### src/hdl/prio_chain_params.svh
// Offsets, reset values and fixed level positions of the priority chain.
// Included by the priority_interrupt_chain module; definitions only.
`ifndef PRIO_CHAIN_PARAMS_SVH
`define PRIO_CHAIN_PARAMS_SVH

// Register byte offsets on the Wishbone slave
`define PCH_OFS_STATUS 8'h00
`define PCH_OFS_MASK 8'h04
`define PCH_OFS_ACTIVE 8'h08
`define PCH_OFS_PROGREQ 8'h0c
`define PCH_OFS_SERVICE 8'h10
`define PCH_OFS_FLAGS 8'h14

// Reset values
`define PCH_MASK_RESET 32'h00000000
`define PCH_STATUS_RESET 32'h00000000
`define PCH_FLAGS_RESET 4'h0

// Level counts
`define PCH_BASE_LEVELS 8
`define PCH_LEVEL_STEP 8
`define PCH_MAX_LEVELS 32
`define PCH_INTERNAL_LEVELS 4
`define PCH_NO_LEVEL 6'h20

// Chain positions of the internal sources, 0 is level one
`define PCH_IDX_POWER 0
`define PCH_IDX_PROGRAM 1
`define PCH_IDX_TELETYPE 2
`define PCH_IDX_BUTTON 3

// Field positions of the indicator word
`define PCH_FLAG_ZERO 0
`define PCH_FLAG_POSITIVE 1
`define PCH_FLAG_NEGATIVE 2
`define PCH_FLAG_OVERFLOW 3

// Service register fields
`define PCH_SVC_LEVEL_LSB 0
`define PCH_SVC_DEPTH_LSB 8

`endif

### src/hdl/prio_chain_pkg.sv
// Types shared by the priority chain design.
// Constants live in prio_chain_params.svh.
package prio_chain_pkg;

   // The four result indicators kept by the arithmetic unit
   typedef struct packed {
      logic overflow_result_flag;
      logic negative_result_flag;
      logic positive_result_flag;
      logic zero_result_flag;
   } indicator_s;

   // Register selected by a bus address
   typedef enum logic [2:0] {
      SEL_STATUS = 3'h0,
      SEL_MASK = 3'h1,
      SEL_ACTIVE = 3'h2,
      SEL_PROGREQ = 3'h3,
      SEL_SERVICE = 3'h4,
      SEL_FLAGS = 3'h5,
      SEL_NONE = 3'h7
   } reg_sel_e;

endpackage

### src/hdl/save_stack.sv
// Last-in first-out store of program counter and indicators per nesting step.
// Assumes push and pop come from logic on the same clock.
`timescale 1ns/1ps

module save_stack #(
   parameter int DEPTH = 8,
   parameter int WIDTH = 20
) (
   input wire logic mclk_in,
   input wire logic rst_in,
   input wire logic clk_en_in,
   input wire logic push_in,
   input wire logic pop_in,
   input wire logic [WIDTH-1:0] push_data_in,
   output logic [WIDTH-1:0] top_data_out,
   output logic [$clog2(DEPTH+1)-1:0] depth_out
);

   localparam int PW = $clog2(DEPTH+1);

   typedef struct packed {
      logic [DEPTH-1:0][WIDTH-1:0] mem;
      logic [PW-1:0] ptr;
   } stack_s;

   stack_s r;
   stack_s next_r;

   if (DEPTH < 1) begin : g_bad_depth
      $error("save_stack needs a depth of at least one");
   end

   always_comb begin
      next_r = r;
      if (push_in && pop_in && r.ptr != '0) begin
         // Return and entry in one cycle replace the top
         next_r.mem[r.ptr - PW'(1)] = push_data_in;
      end else if (pop_in && r.ptr != '0) begin
         next_r.ptr = r.ptr - PW'(1);
      end else if (push_in && r.ptr != PW'(DEPTH)) begin
         next_r.mem[r.ptr] = push_data_in;
         next_r.ptr = r.ptr + PW'(1);
      end
   end

   always_ff @(posedge mclk_in) begin
      if (rst_in) begin
         r <= '0;
      end else if (clk_en_in) begin
         r <= next_r;
      end
   end

   assign top_data_out = (r.ptr == '0) ? '0 : r.mem[r.ptr - PW'(1)];
   assign depth_out = r.ptr;

endmodule

### src/hdl/priority_interrupt_chain.sv
// Expandable priority interrupt chain with hardware save and restore of
// program counter and result indicators, registers on a classic Wishbone slave.
// Assumes one processor clock, a synchronous reset and a processor that
// acknowledges entry and signals return by one-cycle pulses on this clock.
//
// Operation
// RQ1: Eight priority levels in one chain by default.
// RQ2: Levels extend in steps of eight, at most thirty-two, one chain.
// RQ3: Four top levels come from internal sources; rest are customer inputs.
// RQ4: Power fail level 1, program 2, teletype 3, panel button 4.
// RQ5: Service routines nest; depth bounded only by the level count.
// RQ6: Entry saves program counter and indicators; return restores both.
// RQ7: A request preempts only service at strictly lower priority.
// RQ8: Arithmetic updates zero, positive, negative and overflow indicators.
// RQ9: Power failure saves counter and indicators, then interrupts on level one; here power is a maskable level 1 request, saved at entry like every level.
// RQ10: Level one ranks highest; lowest-numbered pending level wins.
// RQ11: A blocked request stays pending until higher service completes.
//
// The Wishbone slave port and the address map were chosen for this implementation.
`timescale 1ns/1ps
`include "prio_chain_params.svh"

module priority_interrupt_chain #(
   parameter int NUM_LEVELS = `PCH_BASE_LEVELS,
   parameter int PC_WIDTH = 16
) (
   input wire logic mclk_in,
   input wire logic rst_in,
   input wire logic clk_en_in,
   // Wishbone slave
   input wire logic wb_cyc_in,
   input wire logic wb_stb_in,
   input wire logic wb_we_in,
   input wire logic [7:0] wb_adr_in,
   input wire logic [3:0] wb_sel_in,
   input wire logic [31:0] wb_dat_in,
   output logic [31:0] wb_dat_out,
   output logic wb_ack_out,
   // Request pins
   input wire logic power_fail_in,
   input wire logic teletype_req_in,
   input wire logic panel_button_in,
   input wire logic [NUM_LEVELS-5:0] customer_req_in,
   // Arithmetic unit indicators
   input wire logic alu_update_in,
   input wire logic zero_result_flag_in,
   input wire logic positive_result_flag_in,
   input wire logic negative_result_flag_in,
   input wire logic overflow_result_flag_in,
   output logic zero_result_flag_out,
   output logic positive_result_flag_out,
   output logic negative_result_flag_out,
   output logic overflow_result_flag_out,
   // Processor entry and return
   input wire logic [PC_WIDTH-1:0] pc_in,
   input wire logic entry_ack_in,
   input wire logic service_done_in,
   output logic entry_req_out,
   output logic [5:0] entry_level_out,
   output logic restore_valid_out,
   output logic [PC_WIDTH-1:0] restore_pc_out,
   output logic irq_out
);

   localparam int N = NUM_LEVELS;
   localparam int SW = PC_WIDTH + 4;
   localparam int DW = $clog2(NUM_LEVELS + 1);

   if (NUM_LEVELS < `PCH_BASE_LEVELS || NUM_LEVELS > `PCH_MAX_LEVELS ||
       NUM_LEVELS % `PCH_LEVEL_STEP != 0) begin : g_bad_levels  // [RQ2]
      $error("NUM_LEVELS must be 8, 16, 24 or 32");
   end
   if (PC_WIDTH < 1 || PC_WIDTH > 32) begin : g_bad_pc
      $error("PC_WIDTH must lie between 1 and 32");
   end
   if (`PCH_NO_LEVEL < NUM_LEVELS) begin : g_bad_none
      $error("The no-level code must lie above every chain index");
   end

   typedef struct packed {
      logic [N-1:0] sync1;
      logic [N-1:0] sync2;
      logic [N-1:0] prev;
      logic [N-1:0] pending;
      logic [N-1:0] mask;
      logic [N-1:0] active;
      prio_chain_pkg::indicator_s flags;
      logic wb_ack;
      logic [31:0] wb_dat;
      logic entry_req;
      logic [5:0] entry_level;
      logic restore_valid;
      logic [PC_WIDTH-1:0] restore_pc;
      logic irq;
   } chain_s;

   chain_s r;
   chain_s next_r;

   // Save stack; one entry per active level, so it cannot overflow
   logic push;
   logic pop;
   logic [SW-1:0] push_data;
   logic [SW-1:0] top_data;
   logic [DW-1:0] depth;

   save_stack #(
      .DEPTH(N),
      .WIDTH(SW)
   ) u_save_stack (
      .mclk_in(mclk_in),
      .rst_in(rst_in),
      .clk_en_in(clk_en_in),
      .push_in(push),
      .pop_in(pop),
      .push_data_in(push_data),
      .top_data_out(top_data),
      .depth_out(depth)
   );

   // Lowest set index, or no-level when empty
   function automatic logic [5:0] lowest_set(input logic [N-1:0] v);
      logic [5:0] idx;
      idx = `PCH_NO_LEVEL;
      for (int i = N - 1; i >= 0; i--) begin
         if (v[i]) begin
            idx = 6'(i);
         end
      end
      return idx;
   endfunction

   // One-hot vector of a chain index, empty for no-level
   function automatic logic [N-1:0] onehot(input logic [5:0] idx);
      logic [N-1:0] v;
      v = '0;
      for (int i = 0; i < N; i++) begin
         if (idx == 6'(i)) begin
            v[i] = 1'b1;
         end
      end
      return v;
   endfunction

   // Offered level number, zero when nothing outranks current service
   function automatic logic [5:0] offer(input logic [N-1:0] pend,
                                        input logic [N-1:0] msk,
                                        input logic [N-1:0] act);
      logic [5:0] cand;
      logic [5:0] cur;
      cand = lowest_set(pend & msk);  // [RQ10] [RQ1]
      cur = lowest_set(act);
      return (cand < cur) ? cand + 6'h01 : 6'h00;  // [RQ7] [RQ11]
   endfunction

   // Read image of a register; unmapped and write-only words read zero
   function automatic logic [31:0] read_word(input prio_chain_pkg::reg_sel_e s,
                                             input logic [N-1:0] pend,
                                             input logic [N-1:0] msk,
                                             input logic [N-1:0] act,
                                             input logic [DW-1:0] dep,
                                             input prio_chain_pkg::indicator_s flg);
      logic [31:0] w;
      w = '0;
      case (s)
         prio_chain_pkg::SEL_STATUS: w = 32'(pend);
         prio_chain_pkg::SEL_MASK: w = 32'(msk);
         prio_chain_pkg::SEL_ACTIVE: w = 32'(act);
         prio_chain_pkg::SEL_SERVICE: begin
            w[`PCH_SVC_LEVEL_LSB +: 6] = lowest_set(act);
            w[`PCH_SVC_DEPTH_LSB +: DW] = dep;
         end
         prio_chain_pkg::SEL_FLAGS: w = 32'(flg);
         default: w = '0;
      endcase
      return w;
   endfunction

   // Byte-lane merge of a write into a register image
   function automatic logic [31:0] lane_merge(input logic [31:0] old,
                                              input logic [31:0] data,
                                              input logic [3:0] sel);
      logic [31:0] res;
      res = old;
      for (int b = 0; b < 4; b++) begin
         if (sel[b]) begin
            res[b*8 +: 8] = data[b*8 +: 8];
         end
      end
      return res;
   endfunction

   function automatic prio_chain_pkg::reg_sel_e decode(input logic [7:0] adr);
      prio_chain_pkg::reg_sel_e s;
      case (adr)
         `PCH_OFS_STATUS: s = prio_chain_pkg::SEL_STATUS;
         `PCH_OFS_MASK: s = prio_chain_pkg::SEL_MASK;
         `PCH_OFS_ACTIVE: s = prio_chain_pkg::SEL_ACTIVE;
         `PCH_OFS_PROGREQ: s = prio_chain_pkg::SEL_PROGREQ;
         `PCH_OFS_SERVICE: s = prio_chain_pkg::SEL_SERVICE;
         `PCH_OFS_FLAGS: s = prio_chain_pkg::SEL_FLAGS;
         default: s = prio_chain_pkg::SEL_NONE;
      endcase
      return s;
   endfunction

   logic [N-1:0] raw_req;
   logic [N-1:0] rise;
   logic [N-1:0] set_req;
   logic [N-1:0] clr_req;
   logic [N-1:0] onehot_entry;
   logic [N-1:0] onehot_done;
   logic [5:0] entry_idx;
   logic [5:0] cur_idx;
   logic take_entry;
   logic take_done;
   logic bus_req;
   logic [31:0] merged;
   prio_chain_pkg::reg_sel_e sel;

   // Internal sources on the top four levels, customer lines below
   always_comb begin
      raw_req = '0;
      raw_req[`PCH_IDX_POWER] = power_fail_in;  // [RQ4] [RQ9]
      raw_req[`PCH_IDX_TELETYPE] = teletype_req_in;  // [RQ4]
      raw_req[`PCH_IDX_BUTTON] = panel_button_in;  // [RQ4]
      raw_req[N-1:`PCH_INTERNAL_LEVELS] = customer_req_in;  // [RQ3]
   end

   assign push_data = {pc_in, r.flags};
   assign push = take_entry;
   assign pop = take_done;

   always_comb begin
      next_r = r;
      set_req = '0;
      clr_req = '0;
      onehot_entry = '0;
      onehot_done = '0;
      merged = '0;
      bus_req = wb_cyc_in && wb_stb_in && !r.wb_ack;
      sel = decode(wb_adr_in);

      // Two-flop synchronisers, edge taken from the second stage
      // A pin already high at reset release counts as a fresh edge
      next_r.sync1 = raw_req;
      next_r.sync2 = r.sync1;
      next_r.prev = r.sync2;
      rise = r.sync2 & ~r.prev;
      // Program level has no pin
      rise[`PCH_IDX_PROGRAM] = 1'b0;
      set_req = rise;

      // Bus slave: one access answered per request, ack for one cycle
      next_r.wb_ack = bus_req;
      next_r.wb_dat = '0;
      if (bus_req && wb_we_in) begin
         case (sel)
            prio_chain_pkg::SEL_STATUS: begin
               merged = lane_merge('0, wb_dat_in, wb_sel_in);
               clr_req = merged[N-1:0];
            end
            prio_chain_pkg::SEL_MASK: begin
               merged = lane_merge(32'(r.mask), wb_dat_in, wb_sel_in);
               next_r.mask = merged[N-1:0];
            end
            prio_chain_pkg::SEL_PROGREQ: begin
               if (wb_sel_in[0] && wb_dat_in[0]) begin
                  set_req[`PCH_IDX_PROGRAM] = 1'b1;  // [RQ4]
               end
            end
            default: begin
               merged = '0;
            end
         endcase
      end else if (bus_req) begin
         next_r.wb_dat = read_word(sel, r.pending, r.mask, r.active, depth, r.flags);
      end

      // Entry is taken only for the level on offer
      take_entry = entry_ack_in && r.entry_req;
      take_done = service_done_in && (r.active != '0);
      entry_idx = r.entry_level - 6'h01;
      cur_idx = lowest_set(r.active);
      if (take_entry) begin
         onehot_entry = onehot(entry_idx);
         clr_req = clr_req | onehot_entry;
      end
      if (take_done) begin
         // Innermost routine is always the highest active level
         onehot_done = onehot(cur_idx);  // [RQ5]
      end
      next_r.active = (r.active & ~onehot_done) | onehot_entry;  // [RQ5]

      // New requests win over a clear in the same cycle
      next_r.pending = (r.pending & ~clr_req) | set_req;  // [RQ11]

      // Indicators: restore on return, else arithmetic update
      next_r.restore_valid = take_done;
      if (take_done) begin
         next_r.flags = top_data[3:0];  // [RQ6]
         next_r.restore_pc = top_data[SW-1:4];  // [RQ6] [RQ9]
      end else if (alu_update_in) begin
         next_r.flags.zero_result_flag = zero_result_flag_in;  // [RQ8]
         next_r.flags.positive_result_flag = positive_result_flag_in;  // [RQ8]
         next_r.flags.negative_result_flag = negative_result_flag_in;  // [RQ8]
         next_r.flags.overflow_result_flag = overflow_result_flag_in;  // [RQ8]
      end

      // Grant: best unmasked pending level strictly above current service
      // Equal levels never offer, so a repeat waits for its own return
      next_r.entry_level = offer(next_r.pending, next_r.mask, next_r.active);
      next_r.entry_req = (next_r.entry_level != 6'h00);  // [RQ7] [RQ11]
      next_r.irq = |(next_r.pending & next_r.mask);
   end

   always_ff @(posedge mclk_in) begin
      if (rst_in) begin
         r <= '0;
         r.mask <= N'(`PCH_MASK_RESET);
         r.pending <= N'(`PCH_STATUS_RESET);
         r.flags <= `PCH_FLAGS_RESET;
      end else if (clk_en_in) begin
         r <= next_r;
      end
   end

   assign wb_ack_out = r.wb_ack;
   assign wb_dat_out = r.wb_dat;
   assign entry_req_out = r.entry_req;
   assign entry_level_out = r.entry_level;
   assign restore_valid_out = r.restore_valid;
   assign restore_pc_out = r.restore_pc;
   assign irq_out = r.irq;
   assign zero_result_flag_out = r.flags.zero_result_flag;
   assign positive_result_flag_out = r.flags.positive_result_flag;
   assign negative_result_flag_out = r.flags.negative_result_flag;
   assign overflow_result_flag_out = r.flags.overflow_result_flag;

endmodule

### config.mk
export PLATFORM = sky130hd
export DESIGN_NAME = priority_interrupt_chain
export DESIGN_NICKNAME = d
export VERILOG_FILES = /design/src/hdl/prio_chain_pkg.sv /design/src/hdl/save_stack.sv /design/src/hdl/priority_interrupt_chain.sv
export VERILOG_INCLUDE_DIRS = /design/src /design/src/hdl
export SDC_FILE = /design/constraint.sdc
export NUM_CORES = 1
export LEC_CHECK = 0
export ABC_AREA = 1
export BUFFER_PORTS_ARGS = -buffer_cell sky130_fd_sc_hd__buf_2
export CORE_UTILIZATION = 60
export DETAILED_ROUTE_END_ITERATION = 6
export GPL_TIMING_DRIVEN = 0
export PLACE_DENSITY = 0.92
export RECOVER_POWER = 100
export SLEW_MARGIN = 20
export SYNTH_ARGS = -nofsm -noshare
export SYNTH_HDL_FRONTEND = slang
export SYNTH_SLANG_ARGS = --single-unit
### constraint.sdc
create_clock -name mclk_in -period 5.2 [get_ports mclk_in]
set_input_delay 0.52 -clock mclk_in [delete_from_list [all_inputs] [get_ports mclk_in]]
set_output_delay 0.52 -clock mclk_in [all_outputs]
set_load 0.005 [all_outputs]
# Yosys cells after proc, flatten, opt, wreduce, memory -nomap -nowiden
# Index checks and enable logic that the tools add are counted.
[word_totals]
regBits = 271
out_inout_bits = 62
wordCells = 183
input_bits = 80
[classes]
bitwise_logic = 11
mux = 82
n_addsub = 4
eq_ne = 26
reduce_logical = 29
order_cmp = 5
[op_table]
columns = ["operator", "n"]
rows = [
  ["bitwise mux 160 bit", 2],
  ["2-to-1 mux 160 bit", 2],
  ["2-to-1 mux 164 bit", 1],
  ["2-to-1 mux 6 bit", 25],
  ["demux 20 bit (select 3 bit)", 2],
  ["2-to-1 mux 20 bit", 4],
  ["2-to-1 mux 8 bit", 9],
  ["binary-select mux 20 bit (select 3 bit)", 1],
  ["== test 6 x 3 -> 1 bit (second input constant)", 8],
  ["AND 8 bit", 4],
  ["case mux 6 bit (5 select lines)", 1],
  ["2-to-1 mux 1 bit", 27],
  ["== test 6 x 2 -> 1 bit (second input constant)", 4],
  ["2-to-1 mux 12 bit", 2],
  ["inverter 8 bit", 3],
  ["OR 8 bit", 3],
  ["case mux 3 bit (6 select lines)", 1],
  ["== test 8 x 4 -> 1 bit (second input constant)", 2],
  ["== test 8 x 5 -> 1 bit (second input constant)", 2],
  ["2-to-1 mux 4 bit", 4],
  ["== test 6 x 1 -> 1 bit (second input constant)", 2],
  ["logical AND 1 bit", 12],
  ["logical NOT 6 bit", 2],
  ["== test 8 x 3 -> 1 bit (second input constant)", 1],
  ["other kinds (25)", 33],
]

# Longest topological paths before layout
# Gate-level depths: netlist of the first run.
[depth]
depth_word = 25
ltp_mapped = 23

# Cells and area by module
# A second synthesis of the first run with hierarchy kept.
[unflattened]
hier_cells = 2037
area_unflattened_um2 = 13238.9
[modules_own_cells]
columns = ["mod", "instances", "seq_area_each_um2", "area_per_inst_um2", "cells_each"]
rows = [
  ["save_stack", 1, 3283.1, 8358.0, 1309],
  ["priority_interrupt_chain", 1, 1721.7, 4880.9, 728],
]

# Worst setup path after synthesis of the first run
# Ideal clock, no wire load.
[synth_path]
path_type = "reg-to-reg"
startpoint = "reg u_save_stack.r, in the netlist u_save_stack.depth_out[0]"
endpoint = "reg u_save_stack.r[28] (netlist bit)"
slack_ns = 2.432
path_buffers = 5
period_less_slack_ns = 2.768
stages_incl_launch_ff = 16
setup_ns = 0.116
arrival_time_ns = 2.653
path_cell_list = "dfxtp_1 -> buf_2 -> inv_1 -> clkbuf_1 -> clkbuf_1 -> ha_1 -> or2_1 -> nand2_1 -> nor2_1 -> inv_1 -> clkbuf_1 -> o31ai_1 -> nand2_1 -> clkbuf_1 -> o21ai_0 -> nor2_1"
[synth_via]
elab_chain_len = 8
word_cells_on_any_way = 24
cone_classes = "add/sub (1); order compare (4); eq/ne (2); mux (9); reduce/logical (8)"
[synth_lines]
columns = ["item", "line_no", "rtl"]
rows = [
  ["start: declaration", "save_stack.sv:26", "stack_s r;"],
  ["start signal: assignment", "save_stack.sv:50", "r <= next_r;"],
  ["parallel branches: the longest is 8 deep, another holds subtractor 4 x 1 -> 4 bit", "-", ""],
]
# Several ways; the timed one is not identified. The select of a mux whose other input is x is not followed.
# A chain may end at the register's enable or synchronous reset.

# Final worst setup path of the first run
[layout_path]
startpoint = "reg u_save_stack.r, in the netlist u_save_stack.depth_out[0]"
endpoint = "reg r, in the netlist restore_pc_out[2]"
[layout_via]
elab_chain_len = 4
word_cells_on_any_way = 5
cone_classes = "add/sub (1); mux (3); reduce/logical (1)"
[layout_lines]
columns = ["item", "line_no", "rtl"]
rows = [
  ["subtractor 4 x 1 -> 4 bit", "save_stack.sv:54", "assign top_data_out = (r.ptr == '0) ? '0 : r.mem[r.ptr - PW'(1)];"],
  ["binary-select mux 20 bit (select 3 bit)", "save_stack.sv:54", ""],
  ["2-to-1 mux 20 bit (not written as such)", "save_stack.sv:54", ""],
  ["2-to-1 mux 20 bit *", "save_stack.sv:54", ""],
  ["end signal: assignment", "priority_interrupt_chain.sv:324", "r <= next_r;"],
  ["end: declaration", "priority_interrupt_chain.sv:97", "chain_s r;"],
]
# Every way passes the cells marked *; elsewhere a longest branch is shown, timed or not. The select of a mux whose other input is x is not followed.

==> results of run 1 <==
## cell type report
| cell class | count | area, um^2 | share of cell area [%] |
|---|---|---|---|
| multi-input combinational | 1182 | 5540 | 41.3 |
| buffer | 151 | 825 | 6.14 |
| clock buffer | 38 | 736 | 5.48 |
| inverter | 122 | 458 | 3.41 |
| clock inverter | 8 | 87.6 | 0.653 |
| timing repair buffer | 91 | 438 | 3.26 |
| tap | 265 | 332 | 2.47 |
| sequential | 250 | 5000 | 37.3 |
## worst max-delay path, cell delays in order (launching register included)
cell	delay, ps
dfxtp_1	330
buf_2	200
inv_1	210
clkbuf_1	500
clkbuf_1	530
ha_1	260
or2_1	100
nand2_1	120
nor3_1	340
clkbuf_1	480
clkbuf_1	560
nand2_1	100
o311ai_0	200
o21ai_0	350
a21oi_1	220
## flip-flops by register name, indices dropped and copies added, names as in the netlist
name and cells:
u_save_stack.r 160, r 31, restore_pc_out 16, next_r 14, wb_dat_out 12, entry_level_out 5
u_save_stack.depth_out 4, entry_req_out 1, irq_out 1, negative_result_flag_out 1, overflow_result_flag_out 1, positive_result_flag_out 1
restore_valid_out 1, wb_ack_out 1, zero_result_flag_out 1
## power by group
group          switching [W]  total (W)  internal [W]
logic               0.000426   0.000594      0.000168
registers          0.0000390    0.00200       0.00196
clock network       0.000782    0.00181       0.00103
total                0.00125    0.00441       0.00317
## placed cells by master (no fill, tap or decap), types with 3 or more instances in the layout
master,Yosys,routed
nand2_2,10,8
ha_1,6,6
nor2_2,11,6
nor3_1,11,11
mux2i_1,3,3
o21ai_0,238,246
o21ai_1,8,3
clkbuf_1,68,97
nand2_1,220,224
nand3_1,49,49
inv_1,105,108
o31ai_1,12,12
conb_1,1,21
buf_4,57,30
a221oi_1,13,13
a21boi_0,0,3
a22o_1,16,16
a22oi_1,4,4
clkinvlp_4,0,3
clkinv_1,3,3
dfxtp_1,250,250
o211ai_1,8,8
nor2_1,398,405
a21oi_1,89,91
clkbuf_8,3,6
buf_2,21,91
o22ai_1,3,3
nor2_4,5,3
inv_2,14,11
o311ai_0,6,7
clkbuf_4,0,27
nand4_1,12,12
clkbuf_16,0,26
## routing by layer
layer	up-vias	part of all wire, %
li1	5735	-
met1	5513	40
met2	775	44
met3	100	14
met4	0	2.7
met5	-	0
## logic make-up (layout without fill, tap and decap cells)
group	Yosys count	after routing	synth area share (%)
AO/OA/AOI/OAI	420	420	20.1
multiplexers	6	6	0.634
adder cells (fa/ha/maj)	6	6	0.634
buffers and inverters	273	410	11.0
flip-flops	250	250	42.3
AND/OR/NAND/NOR	727	727	25.2
XOR/XNOR	2	2	0.148
other	1	21	0.0317
## worst paths after layout
| kind | startpoint | endpoint | slack [ps] | cells after the start |
|---|---|---|---|---|
| worst max register to register | u_save_stack.depth_out[0]$_SDFFE_PP0P_ | restore_pc_out[2]$_SDFFE_PP0P_ | 610 | 14 |
| worst min register to register | r[90]$_SDFFE_PP0P_ | r[90]$_SDFFE_PP0P_ | 460 | 2 |
| worst max-delay path | u_save_stack.depth_out[0]$_SDFFE_PP0P_ | restore_pc_out[2]$_SDFFE_PP0P_ | 610 | 14 |
| worst min-delay path | panel_button_in | next_r[97]$_SDFFE_PP0P_ | 220 | 3 |
## stage by stage
step,utilization (%),area [um^2]
2_1_floorplan,-,11900
3_3_place_gp,65.5,12700
3_5_place_dp,65.5,12700
4_1_cts,69.7,13500
5_1_grt,69.2,13400
6_report,69.2,13400
==> impl_metrics.toml, run 1 <==
[floorplan]
die_x_um = 142
io_pins = 142
rows = 51
die-height_um = 142
start_util_pct = 61.0
fp.dieArea_um2 = 20300
core_um2 = 19400

[power]
powerDensity_nw_per_um2 = 329
p_leak_nw = 5.61
report.power.total_w = 0.00441
vdd_drop_max_uv = 313

[worst_setup_path]
cp-end-kind = "flip-flop"
required_ps = 5680
cp_data_arrival_time_ps = 5070
path_class = "reg -> reg"
worstPathMaxFanout = 10
start_kind = "flip-flop"

[layout]
nNetsFinal = 1910
final_cells = 2107
nFillCells = 1666
diodes = 0
drive_gt1_share_pct = 12.2
syn2layout_area_growth_pct = 13.3

[outcome]
run_status = "complete, no violations"

[drt]
drt_iter0_drc = 1522
wirelength_mm = 37.1
post-route-drc-count = 0
routed_via_density = 5.75
routed-via-count = 12100
drt_pass1_iterations = 6
ant_nets = 0
wl_per_cell_um = 17.6

[sta]
setup_slack_ps = 609
finalHoldViolCount = 0
finalMaxSlewViolations = 0
tightestPinTransition_ps = 877
period_share_pct = 88.3
slew_headroom_pct = 40.9
whs_ps = 225
fmax_mhz = 218
tns_ps = 0
final-setup-viol-count = 0
finClkSkew_ps = 25.9
finalCriticalPeriod_ps = 4590
rsz0062_at_grt = "no"

[synthesis]
netlist_area_um2 = 11800
yosys-top-cells-count = "nor2_1, dfxtp_1, o21ai_0"
seq_area_frac_synth_pct = 42.3
synth_area_leaders = "dfxtp_1, nor2_1, o21ai_0"
synth-edff-count = 0
synth-seq-cells = 250
yosys_most_used_dff = "dfxtp_1"
synthCells = 1685
yosysWarningCount = 0
synthArstFlopShare_pct = 0
post-synth-top-count-cell = "nor2_1"
synth.avg_cell_area_um2 = 7.03
yosysTopAreaCell = "dfxtp_1"
synth_top_area_share_pct = 42.3
synth_cell_types = 53

[clock_tree]
cts.sinks = 250
post-cts-setup-buffer-count = 0
cts_max_level = 1
cts_tree = "done"
worstSkewPairLatency_ps = 550
root_buffer = "clkbuf_16"
clk_pin_slew_worst_paths_ps = 60
cts_resized = 0
cts_hold_buf = 0
cts_inserted_buffers = 26
clock_path_buffers = 3

[placed_design]
hpwlAfterDp_mm = 27.3
dp.cells = 2061
pre_cts_ws_ps = 1080
portBuffers = 91
gp_congestion = 1.01

[global_routing]
met3_usage_pct = 9.29
grt_max_degree = 14
grt_pass1_vias = 11100
grt_pass1_wl_mm = 57.2
grt_overflow = 0
grt_usage_pct = 36.3
top_usage_layer = "met2"
antenna_found_initial = 0
gr-usage-met2_pct = 57.3
met1_usage_pct = 48.0

[flow_run]
cap_violations = 0

[min_path]
hp-class = "in -> reg"
Power figures use the tool's default switching activity.
==> run 2: changes to the inputs <==
CORE_UTILIZATION = 45   (was 60)
PLACE_DENSITY = not set   (was 0.92)
==> impl_metrics.toml, run 2 (synthesis results as in run 1) <==
[outcome]
run_status = "complete, no violations"

[worst_setup_path]
start_kind = "flip-flop"
crit_chain = "clkbuf_1 > inv_1 > clkbuf_1 > clkbuf_1 > ha_1 > nand2_1 > o21ai_0 > nor2_2 > clkbuf_1 > o21ai_0 > nand2_1 > inv_1 > buf_2 > nor2_1 > nor2_1"
crit_end = "u_save_stack.r[6]$_SDFFE_PP0P_"
worstPathMaxFanout = 10
cp_data_arrival_time_ps = 5070
required_ps = 5670
path_class = "reg -> reg"
crit_buf_inv = 7
crit_path_top_delay_cell = "o21ai_0"
cp-end-kind = "flip-flop"
rr_startpoint = "u_save_stack.depth_out[0]$_SDFFE_PP0P_"
reg2reg_setup_slack_ps = 610
cp_common_cell = "clkbuf_1"
path_depth = 15
reg2reg_depth = 15
crit_path_max_incr_delay_ps = 770
r2r_end = "u_save_stack.r[6]$_SDFFE_PP0P_"
critical_path.startpoint = "u_save_stack.depth_out[0]$_SDFFE_PP0P_"
critical-path-top-delay-family = "buffers and inverters"

[sta]
fmax_mhz = 218
finalHoldViolCount = 0
finClkSkew_ps = 17.0
finalMaxSlewViolations = 0
tns_ps = 0
setup_slack_ps = 606
final-setup-viol-count = 0
finalCriticalPeriod_ps = 4590
period_share_pct = 88.4
rsz0062_at_grt = "no"
slew_headroom_pct = 23.8
tightestPinTransition_ps = 1130

[clock_tree]
cts_tree = "done"
cts.sinks = 250
clk_pin_slew_worst_paths_ps = 60
cts_hold_buf = 0
worstSkewPairLatency_ps = 550
cts_max_level = 1
post-cts-setup-buffer-count = 0
root_buffer = "clkbuf_16"
cts_inserted_buffers = 27
clock_path_buffers = 3
cts_resized = 0

[placed_design]
pre_cts_ws_ps = 848
hpwlAfterDp_mm = 28.9
gp_congestion = 0.931
portBuffers = 91

[drt]
wirelength_mm = 38.8
post-route-drc-count = 0
ant_nets = 0
drt_iter0_drc = 937
drt_pass1_iterations = 5
routed-via-count = 11600
wl_per_cell_um = 17.8
routed_via_density = 5.31

[global_routing]
grt_pass1_wl_mm = 58.5
grt_max_degree = 14
grt_pass1_vias = 10200
grt_usage_pct = 28.7
grt_overflow = 0
antenna_found_initial = 0

[layout]
diodes = 0
largest_reg_flops = 160
final_common_cell = "nor2_1"
syn2layout_area_growth_pct = 15.2
drive_gt1_share_pct = 13.0
nNetsFinal = 1911
final_cell_mix = "nor2_1, dfxtp_1, o21ai_0"
fin_util_pct = 52.7
regMostFlops = "u_save_stack.r"

[floorplan]
fp.dieArea_um2 = 27000
core_um2 = 25900
start_util_pct = 45.7
io_pins = 142
die_x_um = 164
rows = 59
die-height_um = 164

[flow_run]
cap_violations = 0

[power]
p_leak_nw = 5.69
powerDensity_nw_per_um2 = 337
vdd_drop_max_uv = 225

[min_path]
hp-class = "in -> reg"
run 2: cell count changes in the layout (fill, tap and decap cells not counted), sizes merged:
cell / delta
buf: +2
clkinv: +2
bufinv: +1
clkbuf: -1
run 2: worst min-delay path by stage:
| stage | startpoint | end | slack, ps | cells after the start |
|---|---|---|---|---|
| after global placement | r[92]$_SDFFE_PP0P_ | r[92]$_SDFFE_PP0P_ | 440 | 2 |
| after floorplan | u_save_stack.r[4]$_SDFFE_PP0P_ | u_save_stack.r[4]$_SDFFE_PP0P_ | 430 | 2 |
| after detailed placement | u_save_stack.r[69]$_SDFFE_PP0P_ | u_save_stack.r[69]$_SDFFE_PP0P_ | 450 | 2 |
| final | panel_button_in | next_r[97]$_SDFFE_PP0P_ | 210 | 3 |
| after global routing | panel_button_in | next_r[97]$_SDFFE_PP0P_ | 200 | 3 |
| after CTS | panel_button_in | next_r[97]$_SDFFE_PP0P_ | 190 | 3 |
run 2: tightest hold or removal path, delay by kind of cell:
family                 cells  cell delay (ps)
buffers and inverters      1               70
AND/OR/NAND/NOR            2              110
run 2: layout make-up:
type,count,area [um^2]
Tap cell,335,419
Fill cell,2679,12300
Multi-Input combinational cell,1182,5570
Clock inverter,11,120
Timing Repair Buffer,91,434
Clock buffer,39,811
Buffer,151,827
Inverter,122,458
Sequential cell,250,5000
run 2: through the flow:
step	instances	hold WS (ps)	total power, W	area (um^2)
floorplan	1705	430	0.00242	11900
global placement	2131	442	0.00264	12800
detailed placement	2131	448	0.00264	12800
CTS	2181	192	0.00462	13700
global route	2181	199	0.00477	13600
finish	2181	205	0.00460	13600
run 2: power by group:
part,internal (W),switching [W],total [W]
clock,0.00118,0.000823,0.00200
sequential,0.00196,0.0000368,0.00200
combinational,0.000170,0.000428,0.000598
total,0.00332,0.00129,0.00460
run 2: layer usage:
metal / vias to the layer above / part of all wire, % / GRT usage, %
met1: 5350 / 49 / 44.3
met2: 464 / 40 / 40.9
li1: 5728 / - / -
met5: - / 0 / 0
met4: 0 / 1.7 / 6.27
met3: 50 / 8.9 / 4.70
==> run 3: changes to the inputs <==
CORE_MARGIN = 2   (was not set)
SYNTH_HIERARCHICAL = 1   (was not set)
==> impl_metrics.toml, run 3 <==
[synthesis]
synthCells = 2037
synth-edff-count = 0
synth-seq-cells = 250
seq_area_frac_synth_pct = 37.8
yosys-top-cells-count = "nand2_1, nor2_1, dfxtp_1"
synthArstFlopShare_pct = 0
synth_top_area_share_pct = 37.8
synth_cell_types = 45
yosysTopAreaCell = "dfxtp_1"
post-synth-top-count-cell = "nand2_1"
yosysWarningCount = 6
synth.avg_cell_area_um2 = 6.50
synth_area_leaders = "dfxtp_1, nand2_1, nor2_1"
netlist_area_um2 = 13200
yosys_most_used_dff = "dfxtp_1"

[sta]
finalCriticalPeriod_ps = 4110
fmax_mhz = 243
tightestPinTransition_ps = 1020
tns_ps = 0
whs_ps = 201
final-setup-viol-count = 0
finClkSkew_ps = 16.3
finalMaxSlewViolations = 0
period_share_pct = 79.1
slew_headroom_pct = 31.2
rsz0062_at_grt = "no"
finalHoldViolCount = 0

[worst_setup_path]
start_kind = "flip-flop"
required_ps = 5680
path_class = "reg -> reg"
reg2reg_setup_slack_ps = 1090
r2r_end = "overflow_result_flag_out$_SDFFE_PP0P_"
critical_path.startpoint = "u_save_stack/depth_out[0]$_SDFFE_PP0P_"
cp_data_arrival_time_ps = 4590
cp-end-kind = "flip-flop"
reg2reg_depth = 13
rr_startpoint = "u_save_stack/depth_out[0]$_SDFFE_PP0P_"
worstPathMaxFanout = 10

[clock_tree]
post-cts-setup-buffer-count = 0
cts_tree = "done"
root_buffer = "clkbuf_16"
cts.sinks = 250
worstSkewPairLatency_ps = 560
cts_max_level = 1
clk_pin_slew_worst_paths_ps = 60
cts_resized = 0
cts_hold_buf = 0
cts_inserted_buffers = 28
clock_path_buffers = 3

[power]
vdd_drop_max_uv = 228
power_frac_clock_pct = 40.5
p_int_w = 0.00348
p_seq_share_pct = 40.3
switching_share_pct = 30.9
switchingPower_w = 0.00156
p_leak_nw = 6.67
powerDensity_nw_per_um2 = 334
share_comb_of_total_power_pct = 19.1

[min_path]
worstHoldStart = "customer_req_in[1]"
hold_depth = 3
hp-class = "in -> reg"
hold_path_end = "next_r[99]$_SDFFE_PP0P_"

[floorplan]
core_um2 = 28900
die_x_um = 176
rows = 62
start_util_pct = 45.9
die-height_um = 176
io_pins = 142
fp.dieArea_um2 = 30800

[layout]
largest_reg_flops = 160
drive_gt1_share_pct = 12.1
syn2layout_area_growth_pct = 13.9
regMostFlops = "u_save_stack/r"
nFillCells = 3062
nNetsFinal = 2266
final_cell_mix = "nand2_1, nor2_1, dfxtp_1"
diodes = 0
post-route-cell-area_um2 = 15100
final_common_cell = "nand2_1"

[global_routing]
grt_overflow = 0
met3_usage_pct = 3.33
grt_usage_pct = 28.3
grt_pass1_wl_mm = 68.8
met1_usage_pct = 38.4
grt_pass1_vias = 12500
grt_max_degree = 14
antenna_found_initial = 0
gr-usage-met2_pct = 46.9
top_usage_layer = "met2"

[placed_design]
place_area_um2 = 14300
gp_congestion = 0.930
hpwlAfterDp_mm = 33.8
portBuffers = 93

[drt]
drt_iter0_drc = 1136
post-route-drc-count = 0
wl_per_cell_um = 17.1
routed_via_density = 5.26
drt_pass1_iterations = 5
wirelength_mm = 44.2
ant_nets = 0
routed-via-count = 13600

[flow_run]
cap_violations = 0

[outcome]
run_status = "complete, no violations"
## run 3: routing by layer
| metal | part of all wire, % | vias to the layer above |
|---|---|---|
| met1 | 45 | 6321 |
| li1 | - | 6780 |
| met4 | 3.2 | 0 |
| met5 | 0 | - |
| met2 | 46 | 427 |
| met3 | 6.5 | 79 |
## run 3: cell families (layout without fill, tap and decap cells)
kind of cell	Yosys count	after routing	synth area share, %
simple gates	1015	1015	32.8
buf+inv	384	528	13.4
compound gates	379	379	15.3
fa+ha+maj	6	6	0.567
xor+xnor	2	2	0.132
flops	250	250	37.8
other cells	1	21	0.0283
## run 3: critical path, stage by stage, from the launching register on
cell      delay [ps]
dfxtp_1          350
inv_1            110
clkbuf_1         390
clkbuf_1         500
ha_1             330
clkbuf_1         190
clkinv_1         220
nand3_1          330
inv_1            440
clkbuf_1         490
nand2_1          130
a31oi_1          310
nand2_1           90
a31oi_1          150
## run 3: area by class of cell
class	count	area [um^2]	share of cell area, %
multi-input cells	1423	6450	42.8
flip-flops and latches	250	5000	33.2
clock inverters	9	95.1	0.631
repair buffers	93	453	3.00
well taps	384	480	3.19
plain buffers	183	980	6.50
clock buffers	42	855	5.67
inverters	201	757	5.02
## run 3: worst max path at each step
| stage | cells after the start | slack (ps) | endpoint |
|---|---|---|---|
| CTS | 13 | 1630 | overflow_result_flag_out$_SDFFE_PP0P_ |
| detailed placement | 13 | 1650 | overflow_result_flag_out$_SDFFE_PP0P_ |
| global route | 18 | 720 | entry_level_out[2]$_SDFFE_PP0P_ |
| global placement | 13 | 1680 | overflow_result_flag_out$_SDFFE_PP0P_ |
| finish | 13 | 1090 | overflow_result_flag_out$_SDFFE_PP0P_ |
| floorplan | 19 | 2550 | entry_req_out$_SDFFE_PP0P_ |
## run 3: power groups by stage
stage               clock [W]  sequential, W  combinational (W)
detailed placement          0        0.00207           0.000962
CTS                   0.00207        0.00203           0.000966
global placement            0        0.00207           0.000954
finish                0.00204        0.00203           0.000964
floorplan                   0        0.00205           0.000642
global route          0.00215        0.00204            0.00107
## run 3: per-stage QoR
stage                     setup slack [ps]  util [%]  power [W]  std cells
after floorplan                       2550         -    0.00270       2057
after global placement                1680      49.4    0.00302       2534
after detailed placement              1650      49.4    0.00303       2534
after CTS                             1630      52.7    0.00507       2585
after global routing                   720      52.2    0.00525       2585
final                                 1090      52.2    0.00503       2585
